$ cat config.mk
export PLATFORM = sky130hd
export DESIGN_NAME = tcc_ctrl
export DESIGN_NICKNAME = d
export VERILOG_FILES = /design/src/hw/tcc_ctrl.v
export VERILOG_INCLUDE_DIRS = /design/src /design/src/include
export SDC_FILE = /design/constraint.sdc
export NUM_CORES = 1
export LEC_CHECK = 0
export ABC_AREA = 1
export BUFFER_PORTS_ARGS = -buffer_cell sky130_fd_sc_hd__buf_2
export CAP_MARGIN = 20
export CORE_MARGIN = 2
export CORE_UTILIZATION = 30
export DETAILED_ROUTE_END_ITERATION = 7
export GPL_TIMING_DRIVEN = 0
export PLACE_DENSITY_LB_ADDON = 0.15
export SLEW_MARGIN = 5
export SYNTH_ARGS = -nofsm -noshare
export SYNTH_HDL_FRONTEND = slang
export SYNTH_SLANG_ARGS = --single-unit
$ cat constraint.sdc
create_clock -name pclk -period 2.7 [get_ports pclk]
set_clock_uncertainty 0.1 [all_clocks]
set_input_delay 0.27 -clock pclk [delete_from_list [all_inputs] [get_ports pclk]]
set_output_delay 0.27 -clock pclk [all_outputs]
set_load 0.02 [all_outputs]
$ cat src/include/tcc_defs.vh
// register offsets, field positions, reset values and codes of the timer control block
`ifndef TCC_DEFS_VH
`define TCC_DEFS_VH
// register byte addresses (one aligned word each)
`define TCC_OFS_CLK      12'h000
`define TCC_OFS_WAVE     12'h004
`define TCC_OFS_CMP      12'h008
`define TCC_OFS_EVT      12'h00C
`define TCC_OFS_BYTE     12'h010
`define TCC_OFS_IRQA     12'h014
`define TCC_OFS_IRQB     12'h018
`define TCC_OFS_STAT     12'h01C
// reset values
`define TCC_RST_REG      8'h00
// writable bit masks (reserved bits read zero)
`define TCC_MSK_CLK      8'h0F
`define TCC_MSK_WAVE     8'hF7
`define TCC_MSK_CMP      8'h0F
`define TCC_MSK_EVT      8'hFF
`define TCC_MSK_BYTE     8'h03
`define TCC_MSK_IRQA     8'h0F
`define TCC_MSK_IRQB     8'hFF
// field positions
`define TCC_CHEN_MSB     7
`define TCC_CHEN_LSB     4
`define TCC_WGM_MSB      2
`define TCC_WGM_LSB      0
`define TCC_EVENT_ACTION_SELECT_MSB    7
`define TCC_EVENT_ACTION_SELECT_LSB    5
`define TCC_EVENT_DELAY_BIT    4
`define TCC_ERRLVL_MSB   3
`define TCC_ERRLVL_LSB   2
`define TCC_WRAPLVL_MSB  1
`define TCC_WRAPLVL_LSB  0
// clock selection codes
`define TCC_CLK_OFF      4'h0
// waveform modes
`define TCC_WGM_NORMAL   3'h0
`define TCC_WGM_FRQ      3'h1
`define TCC_WGM_SS       3'h3
`define TCC_WGM_DUAL_SLOPE_TOP_FLAG    3'h5
`define TCC_WGM_DUAL_SLOPE_BOTH_FLAG   3'h6
`define TCC_WGM_DSBOT    3'h7
// event actions
`define TCC_EVA_NONE     3'h0
`define TCC_EVA_CAPT     3'h1
`define TCC_EVA_UPDOWN   3'h2
`define TCC_EVA_QUADRATURE_DECODE     3'h3
`define TCC_EVA_RESTART  3'h4
`define TCC_EVA_FRQ      3'h5
`define TCC_EVA_PW       3'h6
// byte modes
`define TCC_BYM_NORMAL   2'h0
`define TCC_BYM_BYTE     2'h1
`define TCC_BYM_SPLIT    2'h2
`endif

$ cat src/hw/tcc_ctrl.v
// configuration and control logic of a 16-bit timer/counter, apb slave
// How it works
// - clock select zero: no count clock, stopped
// - codes 1..7 divide clock 1..1024
// - top bit set: event channel clocks counter
// - channel enable overrides pin output register; here only while no event action is set
// - capture action: enables gate capture channels
// - normal, frequency, single-slope top/update/flag points
// - dual-slope modes: bottom update, chosen flags
// - normal mode no waveform; enable and direction
// - stopped: compare bits set waveform levels
// - event action field selects event response
// - capture action: compare regs used for capture
// - event delay adds one clock cycle
// - event source: none, channel n, reserved
// - capture channels use n..n+3 modulo eight
// - source ignored unless action non-zero
// - byte mode clears upper counter byte
// - split mode gives two 8-bit counters
// - error and wrap irq levels in control a
// - four channel irq levels in control b
// - wrap flag at top or bottom per mode
//
// Implementation choices: the register offsets and register access over APB.
`timescale 1ns/1ps
`include "tcc_defs.vh"
module tcc_ctrl #(
  parameter NCH = 4  // compare/capture channels
) (
  // clock and reset
  input  wire        pclk,
  input  wire        presetn,
  // apb slave
  input  wire        psel,
  input  wire        penable,
  input  wire        pwrite,
  input  wire [11:0] paddr,
  input  wire [31:0] pwdata,
  output reg  [31:0] prdata,
  output reg         pready,
  output reg         pslverr,
  // event channels, asynchronous to pclk
  input  wire [7:0]  event_in,
  // port pin direction per channel (1 = output), from the port block
  input  wire [3:0]  pin_dir_out,
  // counter state points from the counting core
  input  wire        at_top,
  input  wire        at_bottom,
  // count control outputs
  output reg         count_tick,
  output reg         timer_off,
  output reg         upper_byte_clear,
  output reg         split_eight_bit,
  // mode decode to the counting core
  output reg  [1:0]  top_source,
  output reg         update_now,
  output reg         wrap_flag_set,
  output reg         capture_mode,
  output reg  [3:0]  capture_strobe,
  output reg         count_dir_event,
  output reg         restart_event,
  // waveform levels and pin override
  output reg  [3:0]  wave_level,
  output reg  [3:0]  waveform_output_pin_en,
  // interrupt enables (any non-zero level)
  output reg         error_irq_en,
  output reg         wrap_irq_en,
  output reg  [3:0]  channel_irq_en
);

  // control registers
  reg  [7:0]  clock_source_ctrl_q;      // clock select
  reg  [7:0]  waveform_channel_ctrl_q;  // channel enables, mode
  reg  [7:0]  compare_output_ctrl_q;    // direct waveform levels
  reg  [7:0]  event_ctrl_q;             // action, delay, source
  reg  [7:0]  byte_mode_ctrl_q;         // byte mode
  reg  [7:0]  irq_level_ctrl_a_q;       // error and wrap levels
  reg  [7:0]  irq_level_ctrl_b_q;       // channel levels

  // field views
  wire [3:0]  clock_source_select   = clock_source_ctrl_q[3:0];
  wire [3:0]  channel_enable        = waveform_channel_ctrl_q[`TCC_CHEN_MSB:`TCC_CHEN_LSB];
  wire [2:0]  waveform_mode_select  = waveform_channel_ctrl_q[`TCC_WGM_MSB:`TCC_WGM_LSB];
  wire [3:0]  compare_output_level  = compare_output_ctrl_q[3:0];
  wire [2:0]  event_action_select   = event_ctrl_q[`TCC_EVENT_ACTION_SELECT_MSB:`TCC_EVENT_ACTION_SELECT_LSB];
  wire        event_delay           = event_ctrl_q[`TCC_EVENT_DELAY_BIT];
  wire [3:0]  event_source_select   = event_ctrl_q[3:0];
  wire [1:0]  byte_mode_select      = byte_mode_ctrl_q[1:0];
  wire [1:0]  error_irq_level       = irq_level_ctrl_a_q[`TCC_ERRLVL_MSB:`TCC_ERRLVL_LSB];
  wire [1:0]  wrap_irq_level        = irq_level_ctrl_a_q[`TCC_WRAPLVL_MSB:`TCC_WRAPLVL_LSB];

  // apb phase decode
  wire        apb_wr = psel & penable & pwrite;
  wire        apb_rd = psel & penable & ~pwrite;

  // address decode shared by read and write paths
  function is_mapped;
    input [11:0] a;
    begin
      is_mapped = (a == `TCC_OFS_CLK)  | (a == `TCC_OFS_WAVE) |
                  (a == `TCC_OFS_CMP)  | (a == `TCC_OFS_EVT)  |
                  (a == `TCC_OFS_BYTE) | (a == `TCC_OFS_IRQA) |
                  (a == `TCC_OFS_IRQB) | (a == `TCC_OFS_STAT);
    end
  endfunction

  // capture actions share one decode
  function is_capture;
    input [2:0] act;
    begin
      is_capture = (act == `TCC_EVA_CAPT) | (act == `TCC_EVA_FRQ) | (act == `TCC_EVA_PW);
    end
  endfunction

  // register writes; reserved bits are masked so they always read zero
  always @(posedge pclk or negedge presetn) begin
    if (!presetn) begin
      clock_source_ctrl_q     <= `TCC_RST_REG;
      waveform_channel_ctrl_q <= `TCC_RST_REG;
      compare_output_ctrl_q   <= `TCC_RST_REG;
      event_ctrl_q            <= `TCC_RST_REG;
      byte_mode_ctrl_q        <= `TCC_RST_REG;
      irq_level_ctrl_a_q      <= `TCC_RST_REG;
      irq_level_ctrl_b_q      <= `TCC_RST_REG;
    end else if (apb_wr) begin
      case (paddr)
        `TCC_OFS_CLK:  clock_source_ctrl_q     <= pwdata[7:0] & `TCC_MSK_CLK;
        `TCC_OFS_WAVE: waveform_channel_ctrl_q <= pwdata[7:0] & `TCC_MSK_WAVE;
        `TCC_OFS_CMP:  compare_output_ctrl_q   <= pwdata[7:0] & `TCC_MSK_CMP;
        `TCC_OFS_EVT:  event_ctrl_q            <= pwdata[7:0] & `TCC_MSK_EVT;
        `TCC_OFS_BYTE: byte_mode_ctrl_q        <= pwdata[7:0] & `TCC_MSK_BYTE;
        `TCC_OFS_IRQA: irq_level_ctrl_a_q      <= pwdata[7:0] & `TCC_MSK_IRQA;
        `TCC_OFS_IRQB: irq_level_ctrl_b_q      <= pwdata[7:0] & `TCC_MSK_IRQB;
        default: begin
          // unmapped or read-only: nothing stored
        end
      endcase
    end
  end

  // read mux; status word shows block state
  reg  [31:0] rd_mux;
  always @* begin
    case (paddr)
      `TCC_OFS_CLK:  rd_mux = {24'h00_0000, clock_source_ctrl_q};
      `TCC_OFS_WAVE: rd_mux = {24'h00_0000, waveform_channel_ctrl_q};
      `TCC_OFS_CMP:  rd_mux = {24'h00_0000, 4'h0, wave_level};  // live levels
      `TCC_OFS_EVT:  rd_mux = {24'h00_0000, event_ctrl_q};
      `TCC_OFS_BYTE: rd_mux = {24'h00_0000, byte_mode_ctrl_q};
      `TCC_OFS_IRQA: rd_mux = {24'h00_0000, irq_level_ctrl_a_q};
      `TCC_OFS_IRQB: rd_mux = {24'h00_0000, irq_level_ctrl_b_q};
      `TCC_OFS_STAT: rd_mux = {24'h00_0000, capture_mode, split_eight_bit,
                               timer_off, 1'b0, waveform_output_pin_en};
      default:       rd_mux = 32'h0000_0000;
    endcase
  end

  // apb answer: pready in the access cycle, zero wait states
  // a master that stretches its access phase sees pready drop again; the slave
  // never needs more than one access cycle, so no wait state is ever inserted
  always @(posedge pclk or negedge presetn) begin
    if (!presetn) begin
      prdata  <= 32'h0000_0000;
      pready  <= 1'b0;
      pslverr <= 1'b0;
    end else begin
      pready  <= psel & ~penable;   // high during the access phase
      // a write to the status word is accepted without error and dropped
      pslverr <= psel & ~penable & ~is_mapped(paddr);
      if (psel & ~penable & ~pwrite)
        prdata <= rd_mux;
    end
  end

  // two-flop synchroniser on the event channels
  // only the second stage feeds logic, the first may still be settling;
  // a channel level shorter than one clock can be missed
  reg  [7:0]  ev_s1_q;
  reg  [7:0]  ev_s2_q;
  reg  [7:0]  ev_prev_q;     // for edge detection
  reg  [7:0]  ev_dly_q;      // one-cycle delayed edges
  always @(posedge pclk or negedge presetn) begin
    if (!presetn) begin
      ev_s1_q   <= 8'h00;
      ev_s2_q   <= 8'h00;
      ev_prev_q <= 8'h00;
      ev_dly_q  <= 8'h00;
    end else begin
      ev_s1_q   <= event_in;
      ev_s2_q   <= ev_s1_q;
      ev_prev_q <= ev_s2_q;
      ev_dly_q  <= ev_s2_q & ~ev_prev_q;
    end
  end

  // event pulse per channel, optionally delayed one clock to match a cascade carry
  wire [7:0]  ev_edge  = ev_s2_q & ~ev_prev_q;
  wire [7:0]  ev_pulse = event_delay ? ev_dly_q : ev_edge;

  // prescaler: free-running counter, divided ticks from its carries
  // a change between two running codes keeps the count, so the first tick
  // after it may come early; stopping first gives a whole first period
  reg  [9:0]  pre_q;
  always @(posedge pclk or negedge presetn) begin
    if (!presetn)
      pre_q <= 10'h000;
    else if (clock_source_select == `TCC_CLK_OFF)
      pre_q <= 10'h000;   // held while stopped so the first period is whole
    else
      pre_q <= pre_q + 10'h001;
  end

  // tick select: divided peripheral clock or an event channel
  // codes with bit 3 clear above 7 cannot occur, so the default is the event path
  reg         tick_d;
  always @* begin
    case (clock_source_select)
      4'h1:    tick_d = 1'b1;
      4'h2:    tick_d = (pre_q[0]   == 1'b1);
      4'h3:    tick_d = (pre_q[1:0] == 2'h3);
      4'h4:    tick_d = (pre_q[2:0] == 3'h7);
      4'h5:    tick_d = (pre_q[5:0] == 6'h3F);
      4'h6:    tick_d = (pre_q[7:0] == 8'hFF);
      4'h7:    tick_d = (pre_q      == 10'h3FF);
      default: tick_d = clock_source_select[3] &
                        ev_pulse[clock_source_select[2:0]];
    endcase
    if (clock_source_select == `TCC_CLK_OFF)
      tick_d = 1'b0;
  end

  // event routing: capture channels walk from channel n modulo eight
  wire        src_valid = event_source_select[3];
  wire        act_on    = (event_action_select != `TCC_EVA_NONE);
  wire        cap_on    = is_capture(event_action_select);
  wire        ev_sel    = src_valid & act_on & ev_pulse[event_source_select[2:0]];
  // one strobe bit per channel, each bit with its own continuous driver
  wire [3:0]  cap_d;
  genvar g;
  generate
    for (g = 0; g < NCH; g = g + 1) begin : g_cap
      // channel offset kept as a constant; its low three bits wrap modulo eight
      localparam [31:0] CH_OFS = g;
      wire [2:0] chn = event_source_select[2:0] + CH_OFS[2:0];
      // a disabled channel ignores its event even in capture mode
      assign cap_d[g] = src_valid & cap_on & channel_enable[g] & ev_pulse[chn];
    end
  endgenerate

  // mode decode: top source, update point and wrap flag point
  // top and bottom are levels from the core; the tick keeps a slow clock
  // from flagging the same point on every peripheral cycle
  reg  [1:0]  top_d;      // 0 period, 1 channel a compare
  reg         upd_d;
  reg         wrap_d;
  always @* begin
    top_d  = 2'h0;
    upd_d  = 1'b0;
    wrap_d = 1'b0;
    case (waveform_mode_select)
      `TCC_WGM_NORMAL: begin
        upd_d  = at_top;
        wrap_d = at_top;
      end
      `TCC_WGM_FRQ: begin
        top_d  = 2'h1;
        upd_d  = at_top;
        wrap_d = at_top;
      end
      `TCC_WGM_SS: begin
        upd_d  = at_bottom;
        wrap_d = at_bottom;
      end
      `TCC_WGM_DUAL_SLOPE_TOP_FLAG: begin
        upd_d  = at_bottom;
        wrap_d = at_top;
      end
      `TCC_WGM_DUAL_SLOPE_BOTH_FLAG: begin
        upd_d  = at_bottom;
        wrap_d = at_top | at_bottom;
      end
      `TCC_WGM_DSBOT: begin
        upd_d  = at_bottom;
        wrap_d = at_bottom;
      end
      default: begin
        // reserved modes: no update, no flag
      end
    endcase
    // points only count on a counter clock; the wrap point follows the mode
    upd_d  = upd_d & tick_d;
    wrap_d = wrap_d & tick_d;
  end

  // waveform levels: software writes them directly only while stopped
  wire        wave_mode = (waveform_mode_select != `TCC_WGM_NORMAL);
  reg  [3:0]  wave_q;
  always @(posedge pclk or negedge presetn) begin
    if (!presetn)
      wave_q <= 4'h0;
    else if (clock_source_select == `TCC_CLK_OFF)
      wave_q <= compare_output_level;
    else if (wave_mode & tick_d & at_top & (waveform_mode_select == `TCC_WGM_SS))
      wave_q <= 4'h0;   // single-slope clears at top; compare set comes from the core
    else if (wave_mode & tick_d & at_bottom & waveform_mode_select[2])
      wave_q <= 4'hF;   // dual-slope sets at bottom
  end

  // pin override: needs a waveform mode, no event action, enable and output direction
  // the port block still owns the direction, so an input pin never shows the wave
  reg  [3:0]  pin_en_d;
  always @* begin
    pin_en_d = 4'h0;
    if (wave_mode & ~act_on)
      pin_en_d = channel_enable & pin_dir_out;
  end

  // interrupt levels: zero disables, any other level requests
  // the priority itself is left to the interrupt controller behind this block
  wire        err_en_d  = (error_irq_level != 2'h0);
  wire        wrap_en_d = (wrap_irq_level  != 2'h0);
  wire [3:0]  ch_en_d;
  generate
    for (g = 0; g < NCH; g = g + 1) begin : g_irq
      // channel g owns the level pair at bits 2g+1:2g
      assign ch_en_d[g] = (irq_level_ctrl_b_q[2*g+1 -: 2] != 2'h0);
    end
  endgenerate

  // registered outputs to the counting core and the port
  // one stage on every output keeps decode glitches away from the core,
  // traded for one cycle of latency on every pulse
  always @(posedge pclk or negedge presetn) begin
    if (!presetn) begin
      count_tick             <= 1'b0;
      timer_off              <= 1'b1;
      upper_byte_clear       <= 1'b0;
      split_eight_bit        <= 1'b0;
      top_source             <= 2'h0;
      update_now             <= 1'b0;
      wrap_flag_set          <= 1'b0;
      capture_mode           <= 1'b0;
      capture_strobe         <= 4'h0;
      count_dir_event        <= 1'b0;
      restart_event          <= 1'b0;
      wave_level             <= 4'h0;
      waveform_output_pin_en <= 4'h0;
      error_irq_en           <= 1'b0;
      wrap_irq_en            <= 1'b0;
      channel_irq_en         <= 4'h0;
    end else begin
      count_tick             <= tick_d;
      timer_off              <= (clock_source_select == `TCC_CLK_OFF);
      upper_byte_clear       <= (byte_mode_select == `TCC_BYM_BYTE) & tick_d;
      split_eight_bit        <= (byte_mode_select == `TCC_BYM_SPLIT);
      top_source             <= top_d;
      update_now             <= upd_d & ~cap_on;
      wrap_flag_set          <= wrap_d;
      capture_mode           <= cap_on;
      capture_strobe         <= cap_d;
      // non-capture actions act on the selected channel only
      count_dir_event        <= ev_sel & ((event_action_select == `TCC_EVA_UPDOWN) |
                                          (event_action_select == `TCC_EVA_QUADRATURE_DECODE));
      restart_event          <= ev_sel & (event_action_select == `TCC_EVA_RESTART);
      wave_level             <= wave_q;
      waveform_output_pin_en <= pin_en_d;
      error_irq_en           <= err_en_d;
      wrap_irq_en            <= wrap_en_d;
      channel_irq_en         <= ch_en_d;
    end
  end

endmodule

== After elaboration in Yosys (flattened, before gate mapping) ==
Cells that the tools add are included.

* Register bits: 146
* Output and inout port bits: 63
* Logic and storage cells: 166

* Multiplexer cells: 22
* Magnitude comparators: 5
* Reductions and logical operators: 23
* Equality and inequality tests: 32
* Add/sub/neg operators: 4
* Bitwise logic cells: 48

{| class="wikitable"
|+ Operator list
! operator !! count
|-
| 8-bit case mux with 8 select lines || 1
|-
| 12-bit by 5-bit == test with 1-bit output, second input constant || 4
|-
| 1-bit AND || 29
|-
| 12-bit by 4-bit == test with 1-bit output, second input constant || 2
|-
| 3-bit == test, second input constant || 7
|-
| 3-bit by 4-bit less-than comparator with 1-bit output, second input constant || 5
|-
| 4-bit by 3-bit == test with 1-bit output, second input constant || 4
|-
| 4-bit two-way mux || 4
|-
| 1-bit binary-select mux with 3-bit select || 5
|-
| 2-bit AND reduction || 7
|-
| 12-bit by 3-bit == test with 1-bit output, second input constant || 1
|-
| 12-bit logical NOT || 1
|-
| 2-bit nonzero test || 6
|-
| 1-bit OR || 11
|-
| 10-bit by 1-bit adder with 10-bit output, second input constant || 1
|-
| 10-bit == test, second input constant || 1
|-
| 10-bit two-way mux || 1
|-
| 3-bit by 2-bit == test with 1-bit output, second input constant || 3
|-
| 3-bit nonzero test || 3
|-
| 8-bit AND || 1
|-
| 4-bit by 2-bit == test with 1-bit output, second input constant || 2
|-
| 8-bit == test, second input constant || 1
|-
| 8-bit two-way mux || 1
|-
| 8-bit inverter || 1
|-
| 18 further kinds || 32
|}

== Depth between registers and ports, before layout ==
Gate-level depths: netlist of the first run.

* Depth after elaboration: 14
* Mapped depth: 14
* Gate-level depth less buffers: 13

== Worst setup path after synthesis of the first run ==
No wires, ideal clock.

* Path kind: register to register
* From: register event_ctrl_q[0]
* To: register capture_strobe[3]
* Arrival time: 1.408 ns
* Buffers on the path: 1
* Setup time: 0.119 ns
* Setup slack: 1.073 ns
* Period minus slack after synthesis: 1.627 ns
* Data required time: 2.481 ns
* Stages on the path, launching flop included: 8
* Cell sequence: dfrtp_1 buf_2 clkinv_1 ha_1 inv_1 nand2_1 a21oi_1 nor2_1

* Longest elaborated chain between the ends: 4

{| class="wikitable"
|+ RTL lines
! what !! RTL line !! source
|-
| start, declared || tcc_ctrl.v:75 || <nowiki>reg [7:0] event_ctrl_q;</nowiki>
|-
| start signal, assigned || tcc_ctrl.v:121 || <nowiki>event_ctrl_q <= `TCC_RST_REG;</nowiki>
|-
| start signal, assigned || tcc_ctrl.v:130 || <nowiki>`TCC_OFS_EVT: event_ctrl_q <= pwdata[7:0] & `TCC_MSK_EVT;</nowiki>
|-
| 3-bit by 2-bit adder with 3-bit output || tcc_ctrl.v:244 || <nowiki>wire [2:0] chn = event_source_select[2:0] + CH_OFS[2:0];</nowiki>
|-
| 1-bit binary-select mux with 3-bit select || tcc_ctrl.v:246 || <nowiki>assign cap_d[g] = src_valid & cap_on & channel_enable[g] & ev_pulse[chn];</nowiki>
|-
| 1-bit two-way mux (implied by the code) || tcc_ctrl.v:246 ||
|-
| 1-bit AND || tcc_ctrl.v:246 ||
|-
| named net cap_d[3] || tcc_ctrl.v:238 || <nowiki>wire [3:0] cap_d;</nowiki>
|-
| end signal, assigned || tcc_ctrl.v:360 || <nowiki>capture_strobe <= cap_d;</nowiki>
|-
| end, declared || tcc_ctrl.v:59 || <nowiki>output reg [3:0] capture_strobe,</nowiki>
|}

The timed path passes the listed nets, and every way through them passes these cells. The select of a mux whose other input is x is not followed.
A chain may end at the register's enable or synchronous reset.

== Worst setup path in the final report of the first run ==
* From: register event_ctrl_q[0]
* To: register capture_strobe[1]

* Longest elaborated chain between the ends: 4

{| class="wikitable"
|+ RTL lines
! what !! RTL line
|-
| 3-bit by 1-bit adder with 3-bit output || tcc_ctrl.v:244
|-
| 1-bit binary-select mux with 3-bit select || tcc_ctrl.v:246
|-
| 1-bit two-way mux (implied by the code) || tcc_ctrl.v:246
|-
| 1-bit AND || tcc_ctrl.v:246
|-
| named net cap_d[1] || tcc_ctrl.v:238
|}

The timed path passes the listed nets, and every way through them passes these cells. The select of a mux whose other input is x is not followed.

==> summary.txt, run 1 <==
final HPWL from detailed placement -> 10,330 µm
shortest period the worst path allows -> 1.937 ns
share of flip-flops with an asynchronous set or reset after synthesis -> 100.0%
predominant post-synthesis flop cell -> sky130_fd_sc_hd__dfrtp_1
per-instance average area after synthesis -> 8.948 µm²
type of element capturing the critical path -> flop
fill count -> 1,907
worst setup margin -> 0.7627 ns
post-synthesis sequential element count -> 121
Initial DRT Pass Iterations -> 4
die outline height -> 141.3 µm
pin count of the biggest net entering global routing -> 86
cell type contributing the most total cell area after synthesis -> sky130_fd_sc_hd__dfrtp_1
Routed WL -> 13,820 µm
layout overhead on the synthesized area -> 26.44%
Final Instance Area -> 7151 µm²
largest voltage drop on the vdd net -> 0.4227 mV
area of the mapped netlist -> 5655 µm²
wire length per cell -> 13.63 µm
Synth Warn # -> 0
initial detailed-routing violation count -> 233
remaining routing DRC violations -> 0
power per cell area -> 582.1 nW/µm²
final setup violating endpoints -> 0
count of inserted antenna diode cells -> 0
Initial Util -> 30.44%
CP Data Required Time -> 2.94 ns
maximum buffer depth of the clock tree -> 2
fraction of layout instances using a drive strength above 1 -> 25.26%
max-capacitance violation count -> 0
Clock H-tree levels -> 4
gr ovfl total -> 0
global-route usage over all layers -> 14.71%
weighted congestion at the end of routability-driven global placement -> 0.8465
Layout Nets -> 835
clk_lat worst skew -> 0.42 ns
Relative slew margins -> 56.28%
vias in the first global route -> 4,567
number of library cell types mapped by synthesis -> 49
outcome -> complete, no violations
first-pass GRT wire length -> 22,590 µm
horizontal die dimension -> 141.3 µm
Max Fanout on Critical Path -> 9
Setup Buffers After CTS -> 0
final clock period utilization by the worst path -> 71.75%
crit path launch type -> flop
number of I/O port buffers -> 76
clock tree from TritonCTS -> built
sequential-to-total area share from yosys stat -> 53.56%
RSZ-0062 raised after global routing -> no
root buffer cell -> sky130_fd_sc_hd__clkbuf_16
final-report max-slew violation count -> 0
worst-margin pin slew -> 0.6535 ns
leak pwr -> 3.618 nW
# clock sinks -> 121
critical path arrival -> 2.18 ns
vias after detailed routing -> 4,488
die footprint -> 19,970 µm²
Yosys top cell area share -> 53.10%
I/O Pins -> 126
number of antenna violations at the first check in global routing -> 0
post-synthesis instance total -> 632
floorplan core area -> 18,580 µm²
Fmax achieved -> 516.2 MHz
number of enable-type register cells in the synthesized netlist -> 0
Hold Fails Final Rpt -> 0
via density per instance -> 4.426
top cells by area in the synthesized netlist -> sky130_fd_sc_hd__dfrtp_1 (53%), sky130_fd_sc_hd__nand2_1 (11%), sky130_fd_sc_hd__inv_1 (4.7%), sky130_fd_sc_hd__o21ai_0 (3.9%), sky130_fd_sc_hd__nor2_1 (3.7%)
clock input transition at the sequential cells of the worst setup and hold paths -> 0.06 ns
Setup Crit Path Kind -> reg2reg
number of hold-repair buffers added at the cts stage -> 16
placement-stage cell area -> 6452 µm²
number of gates resized after CTS -> 0
kind of path behind the tightest hold check -> in2reg
worst-case setup slack after placement -> 0.7680 ns
FP Rows -> 50
remaining number of nets flagged by the antenna check after routing -> 0
CTS Buf Count -> 17
-- per-layer routing --
metal | wire length [µm] | vias up | GRT usage (%)
met4 | 211 | 0 | 5.474
li1 | - | 2245 | -
met1 | 6127 | 2132 | 18.06
met5 | 0 | - | 0
met3 | 625 | 14 | 4.286
met2 | 6854 | 97 | 24.66
-- stage by stage --
step / setup TNS (ns) / hold slack, ns / std cells / utilization [%] / power, mW
6_report: 0 / 0.06577 / 1014 / 38.48 / 4.162
5_1_grt: 0 / 0.07475 / 1014 / 38.48 / 4.334
4_1_cts: 0 / 0.05766 / 1014 / 38.48 / 4.212
3_5_place_dp: 0 / 0.09657 / 967 / 34.73 / 2.106
3_3_place_gp: -29.97 / 0.2319 / 966 / 34.55 / 2.095
2_1_floorplan: 0 / -0.1256 / 656 / - / 2.004
-- synthesized netlist by cell type, types with 2 or more instances --
master,n
sky130_fd_sc_hd__nand2_1,165
sky130_fd_sc_hd__dfrtp_1,120
sky130_fd_sc_hd__inv_1,71
sky130_fd_sc_hd__nor2_1,55
sky130_fd_sc_hd__o21ai_0,44
sky130_fd_sc_hd__buf_4,25
sky130_fd_sc_hd__nand3_1,25
sky130_fd_sc_hd__o21ai_2,19
sky130_fd_sc_hd__a21oi_1,13
sky130_fd_sc_hd__nand3_2,8
sky130_fd_sc_hd__nor3_1,8
sky130_fd_sc_hd__o21ai_1,7
sky130_fd_sc_hd__nand2_2,6
sky130_fd_sc_hd__buf_2,4
sky130_fd_sc_hd__buf_6,4
sky130_fd_sc_hd__ha_1,4
sky130_fd_sc_hd__nand4_1,4
sky130_fd_sc_hd__nor2_2,4
sky130_fd_sc_hd__mux2i_1,3
sky130_fd_sc_hd__nor3_2,3
sky130_fd_sc_hd__a21boi_0,2
sky130_fd_sc_hd__a22oi_1,2
sky130_fd_sc_hd__a32oi_1,2
sky130_fd_sc_hd__nand3b_1,2
sky130_fd_sc_hd__nand3b_2,2
sky130_fd_sc_hd__nand4_2,2
sky130_fd_sc_hd__nor3_4,2
sky130_fd_sc_hd__o211ai_1,2
sky130_fd_sc_hd__o211ai_2,2
sky130_fd_sc_hd__or2_2,2
sky130_fd_sc_hd__xor2_1,2
-- registers in the layout, indices dropped and copies added, names as in the netlist, 2 cells and up --
signal / count
pre_q: 10
ev_dly_q: 8
ev_prev_q: 8
ev_s1_q: 8
ev_s2_q: 8
event_ctrl_q: 8
irq_level_ctrl_b_q: 8
prdata: 8
waveform_channel_ctrl_q: 7
capture_strobe: 4
channel_irq_en: 4
clock_source_ctrl_q: 4
compare_output_ctrl_q: 4
irq_level_ctrl_a_q: 4
wave_level: 4
wave_q: 4
waveform_output_pin_en: 4
byte_mode_ctrl_q: 2
-- report_power, final --
group | switching (mW) | leakage (nW) | internal, mW | total, mW
clock network | 0.823 | 0.251 | 1.25 | 2.07
logic | 0.149 | 1.75 | 0.0869 | 0.236
registers | 0.0109 | 1.62 | 1.84 | 1.85
-- cell families after synthesis --
group           share of synthesized area [%]
simple gates                            23.50
flops                                   53.56
buf+inv                                 10.00
compound gates                          11.00
fa+ha+maj                              0.8850
xor+xnor                               0.4647
mux                                    0.5310
other cells                           0.06631
-- cell usage in the layout, fill, tap and decap left out, drive strengths merged, types with 2 or more instances in the layout --
cell type	netlist	layout
dfrtp	120	120
nand3	33	33
inv	73	73
clkinvlp	0	5
nand2	171	171
o211ai	4	4
clkbuf	0	19
nor2	60	60
dlygate4sd3	0	16
a21boi	2	2
xor2	2	2
mux2i	3	3
o21ai	70	70
and2	2	2
buf	35	112
nor3	13	13
clkinv	2	8
a21oi	13	13
or2	2	2
o21bai	2	2
a22oi	2	2
nand4	6	6
nand3b	4	4
conb	1	25
ha	4	4
a32oi	2	2
-- area by class of cell --
type	instances	area, µm²	share of cell area [%]
Buffer	35	276.5	3.867
Clock buffer	19	432.9	6.054
Clock inverter	12	105.1	1.470
Inverter	75	289.0	4.042
Multi-Input combinational cell	425	2151	30.08
Sequential cell	121	3029	42.36
Tap cell	234	292.8	4.094
Timing Repair Buffer	93	574.3	8.031
-- final timing paths --
kind	startpoint	end	slack, ns	cells after the start
min	pwdata[6]	waveform_channel_ctrl_q[6]	0.07	3
max in group asynchronous	presetn	ev_s1_q[3]	1.52	3
min in group asynchronous	presetn	prdata[6]	0.22	2
min reg2reg	ev_s1_q[1]	ev_s2_q[1]	0.25	0
max	event_ctrl_q[0]	capture_strobe[1]	0.76	8
max reg2reg	event_ctrl_q[0]	capture_strobe[1]	0.76	8
-- worst max-delay path, cell delays in order, from the launching register on --
cell and delay, ns:
sky130_fd_sc_hd__dfrtp_1 0.35, sky130_fd_sc_hd__buf_2 0.21, sky130_fd_sc_hd__clkinv_1 0.29, sky130_fd_sc_hd__ha_1 0.45
sky130_fd_sc_hd__inv_1 0.12, sky130_fd_sc_hd__nand2_1 0.07, sky130_fd_sc_hd__nand3_1 0.09, sky130_fd_sc_hd__nand3_1 0.07
sky130_fd_sc_hd__nor2_1 0.12
Note: power is estimated with default switching activity, not from simulation.
==> run 2, diff against run 1 <==
Settings changed: ABC_AREA 1 to 0.
Clock period 2.7 ns to 1.98 ns, I/O delays scaled along.
==> summary.txt, run 2 <==
remaining number of nets flagged by the antenna check after routing -> 0
top cells by area in the synthesized netlist -> sky130_fd_sc_hd__dfrtp_1 (56%), sky130_fd_sc_hd__mux2_1 (7.4%), sky130_fd_sc_hd__buf_4 (3.5%), sky130_fd_sc_hd__mux2i_1 (2.2%), sky130_fd_sc_hd__mux4_2 (2.1%)
Routed WL -> 12,640 µm
layout overhead on the synthesized area -> 34.31%
I/O Pins -> 126
clock tree from TritonCTS -> built
horizontal die dimension -> 137.4 µm
reported net switching power -> 1.293 mW
Clock power frac -> 52.1%
Setup Crit Path Kind -> reg2reg
Biggest register -> pre_q
Yosys top cell area share -> 56.25%
largest voltage drop on the vdd net -> 0.6594 mV
crit path launch type -> flop
violations in the final reports -> negative setup slack
Layout Nets -> 653
final clock period utilization by the worst path -> 117.9%
maximum buffer depth of the clock tree -> 2
weighted congestion at the end of routability-driven global placement -> 0.8313
remaining routing DRC violations -> 0
final HPWL from detailed placement -> 9151 µm
most common library cell in the layout ignoring fill and taps -> sky130_fd_sc_hd__dfrtp_1
Fmax achieved -> 428.4 MHz
synthesized-area fraction occupied by adder cells -> 0.9374%
most frequent cell after synthesis -> sky130_fd_sc_hd__dfrtp_1
vias after detailed routing -> 3,790
CTS Buf Count -> 17
floorplan core area -> 17,360 µm²
number of library cell types mapped by synthesis -> 62
shortest period the worst path allows -> 2.334 ns
cell type contributing the most total cell area after synthesis -> sky130_fd_sc_hd__dfrtp_1
initial detailed-routing violation count -> 265
first-pass GRT wire length -> 19,880 µm
commonest cells after routing, fill and taps aside -> sky130_fd_sc_hd__dfrtp_1 (120), sky130_fd_sc_hd__buf_2 (74), sky130_fd_sc_hd__buf_4 (39)
final std cells w/o fill -> 824
sequential cell area -> 3029 µm²
worst-case reg-to-reg path depth -> 8
Synth Warn # -> 0
final setup violating endpoints -> 13
# clock sinks -> 121
Switching Share -> 21.60%
sequential-to-total area share from yosys stat -> 56.74%
share of synthesized area spent on multiplexers -> 12.80%
clk_lat worst skew -> 0.41 ns
combinational cell fraction of total power -> 5.6%
number of flip-flops under the largest register name -> 10
worst setup margin -> -0.3543 ns
Hold Fails Final Rpt -> 0
die footprint -> 18,880 µm²
final-report max-slew violation count -> 0
dominant combinational cell family by area after synthesis -> simple AND/OR/NAND/NOR gates
routing usage on met1 -> 18.11%
number of I/O port buffers -> 75
internal power -> 4.693 mW
count of inserted antenna diode cells -> 0
max-capacitance violation count -> 0
post-synthesis xor/xnor area fraction -> 1.640%
Initial Util -> 30.76%
share of power burned in registers -> 42.2%
fraction of layout instances using a drive strength above 1 -> 33.39%
gr ovfl total -> 0
number of antenna violations at the first check in global routing -> 0
fill count -> 1,679
outcome -> complete, but fails checks
Worst Hold End -> event_ctrl_q[1]
Max Fanout on Critical Path -> 6
predominant post-synthesis flop cell -> sky130_fd_sc_hd__dfrtp_1
post-synthesis instance total -> 433
number of instances on the worst hold path -> 3
pin count of the biggest net entering global routing -> 70
wire length per cell -> 15.34 µm
vias in the first global route -> 3,724
share of flip-flops with an asynchronous set or reset after synthesis -> 100.0%
Relative slew margins -> 51.77%
synthesized-area fraction occupied by ao, oa, aoi and oai cells -> 8.624%
worst-margin pin slew -> 0.7181 ns
FP Rows -> 48
GRT met2 Usage -> 22.53%
GR Util met3 -> 4.489%
reg2reg end -> wave_q[1]
most instantiated cells after synthesis -> sky130_fd_sc_hd__dfrtp_1 (120), sky130_fd_sc_hd__mux2_1 (35), sky130_fd_sc_hd__nand2_1 (27)
Most Crowded Layer GR -> met2
clock input transition at the sequential cells of the worst setup and hold paths -> 0.05 ns
per-instance average area after synthesis -> 12.33 µm²
die outline height -> 137.4 µm
area of the mapped netlist -> 5339 µm²
critical path arrival -> 2.55 ns
reg-to-reg critical path startpoint -> event_ctrl_q[4]
post-synthesis sequential element count -> 121
worst-case setup slack after placement -> -0.5540 ns
global-route usage over all layers -> 14.13%
Initial DRT Pass Iterations -> 4
leak pwr -> 3.543 nW
total instance count after detailed placement -> 758
type of element capturing the critical path -> flop
kind of path behind the tightest hold check -> in2reg
slack of the worst reg-to-reg path -> -0.35 ns
CP Data Required Time -> 2.19 ns
area taken by multi-input logic gates -> 2236 µm²
via density per instance -> 4.600
simple-gate share of the synthesized area -> 13.87%
root buffer cell -> sky130_fd_sc_hd__clkbuf_16
Clock H-tree levels -> 4
RSZ-0062 raised after global routing -> yes
power per cell area -> 834.8 nW/µm²
worst hold path startpoint -> pwdata[1]
number of enable-type register cells in the synthesized netlist -> 0
[run 2: metal layers]
layer	vias to the layer above	part of all wire (%)	routed length [µm]
met5	-	0	0
met4	0	1.3	165
met3	14	6.4	807
met2	116	48	6083
met1	1851	44	5584
li1	1809	-	-
[run 2: logic make-up after synthesis]
logic type               after synthesis
AND/OR/NAND/NOR                      129
flip-flops                           121
AO/OA/AOI/OAI                         63
multiplexers                          57
buffers and inverters                 48
XOR/XNOR                              10
adder cells (fa/ha/maj)                4
other                                  1
[run 2: stage by stage]
step / cell area [µm²] / util [%] / hold slack (ns) / TNS (ns) / power, mW
after floorplan: 5441 / - / -0.1976 / -0.7686 / 2.724
after CTS: 7068 / 40.72 / 0.009084 / -3.637 / 6.068
after global routing: 7171 / 41.31 / 0.03858 / -4.247 / 6.242
after global placement: 6098 / 35.14 / 0.2064 / -129.90 / 2.851
final: 7171 / 41.31 / 0.03493 / -2.983 / 5.986
after detailed placement: 6132 / 35.33 / 0.1508 / -22.30 / 2.863
[run 2: how the worst max path moves through the flow]
stage                               start  depth (start not counted)  slack (ns)                     to
final                     event_ctrl_q[4]                          8       -0.35              wave_q[1]
after global routing      event_ctrl_q[4]                          8       -0.47              wave_q[1]
after CTS                 event_ctrl_q[4]                          7       -0.41              wave_q[2]
after detailed placement        paddr[10]                          7       -0.55  irq_level_ctrl_b_q[1]
after global placement            presetn                          1       -0.92             ev_s1_q[6]
after floorplan           event_ctrl_q[4]                          7       -0.24              wave_q[0]
[run 2: critical path, cell delays in order, from the launching register on]
cell	delay, ns
sky130_fd_sc_hd__dfrtp_1	0.38
sky130_fd_sc_hd__buf_6	0.14
sky130_fd_sc_hd__or3b_4	0.37
sky130_fd_sc_hd__nand4_1	0.09
sky130_fd_sc_hd__or4b_4	0.49
sky130_fd_sc_hd__a22oi_4	0.24
sky130_fd_sc_hd__buf_6	0.14
sky130_fd_sc_hd__a31oi_1	0.09
sky130_fd_sc_hd__o31ai_1	0.21
[run 2: repair_timing]
item,4_1_cts,5_1_grt
setup endpoints to repair,37,47
resized for setup,13,19
gates cloned,1,0
pin swaps,10,12
hold buffers,20,0
buffers inserted,10,5
endpoints found under the hold margin,98,0
[run 2: area by class of cell]
type                            count  area share [%]
Sequential cell                   121           42.24
Multi-Input combinational cell    288           31.18
Timing Repair Buffer              111           10.17
Clock buffer                       20           6.369
Tap cell                          225           3.926
Buffer                             42           3.786
Clock inverter                     12           2.059
Inverter                            5          0.2617
[run 2: power groups by stage]
stage / logic, mW / registers [mW] / clock network, mW
2_1_floorplan: 0.154 / 2.57 / 0
3_3_place_gp: 0.282 / 2.57 / 0
3_5_place_dp: 0.293 / 2.57 / 0
4_1_cts: 0.336 / 2.53 / 3.21
5_1_grt: 0.376 / 2.53 / 3.34
6_report: 0.338 / 2.53 / 3.12
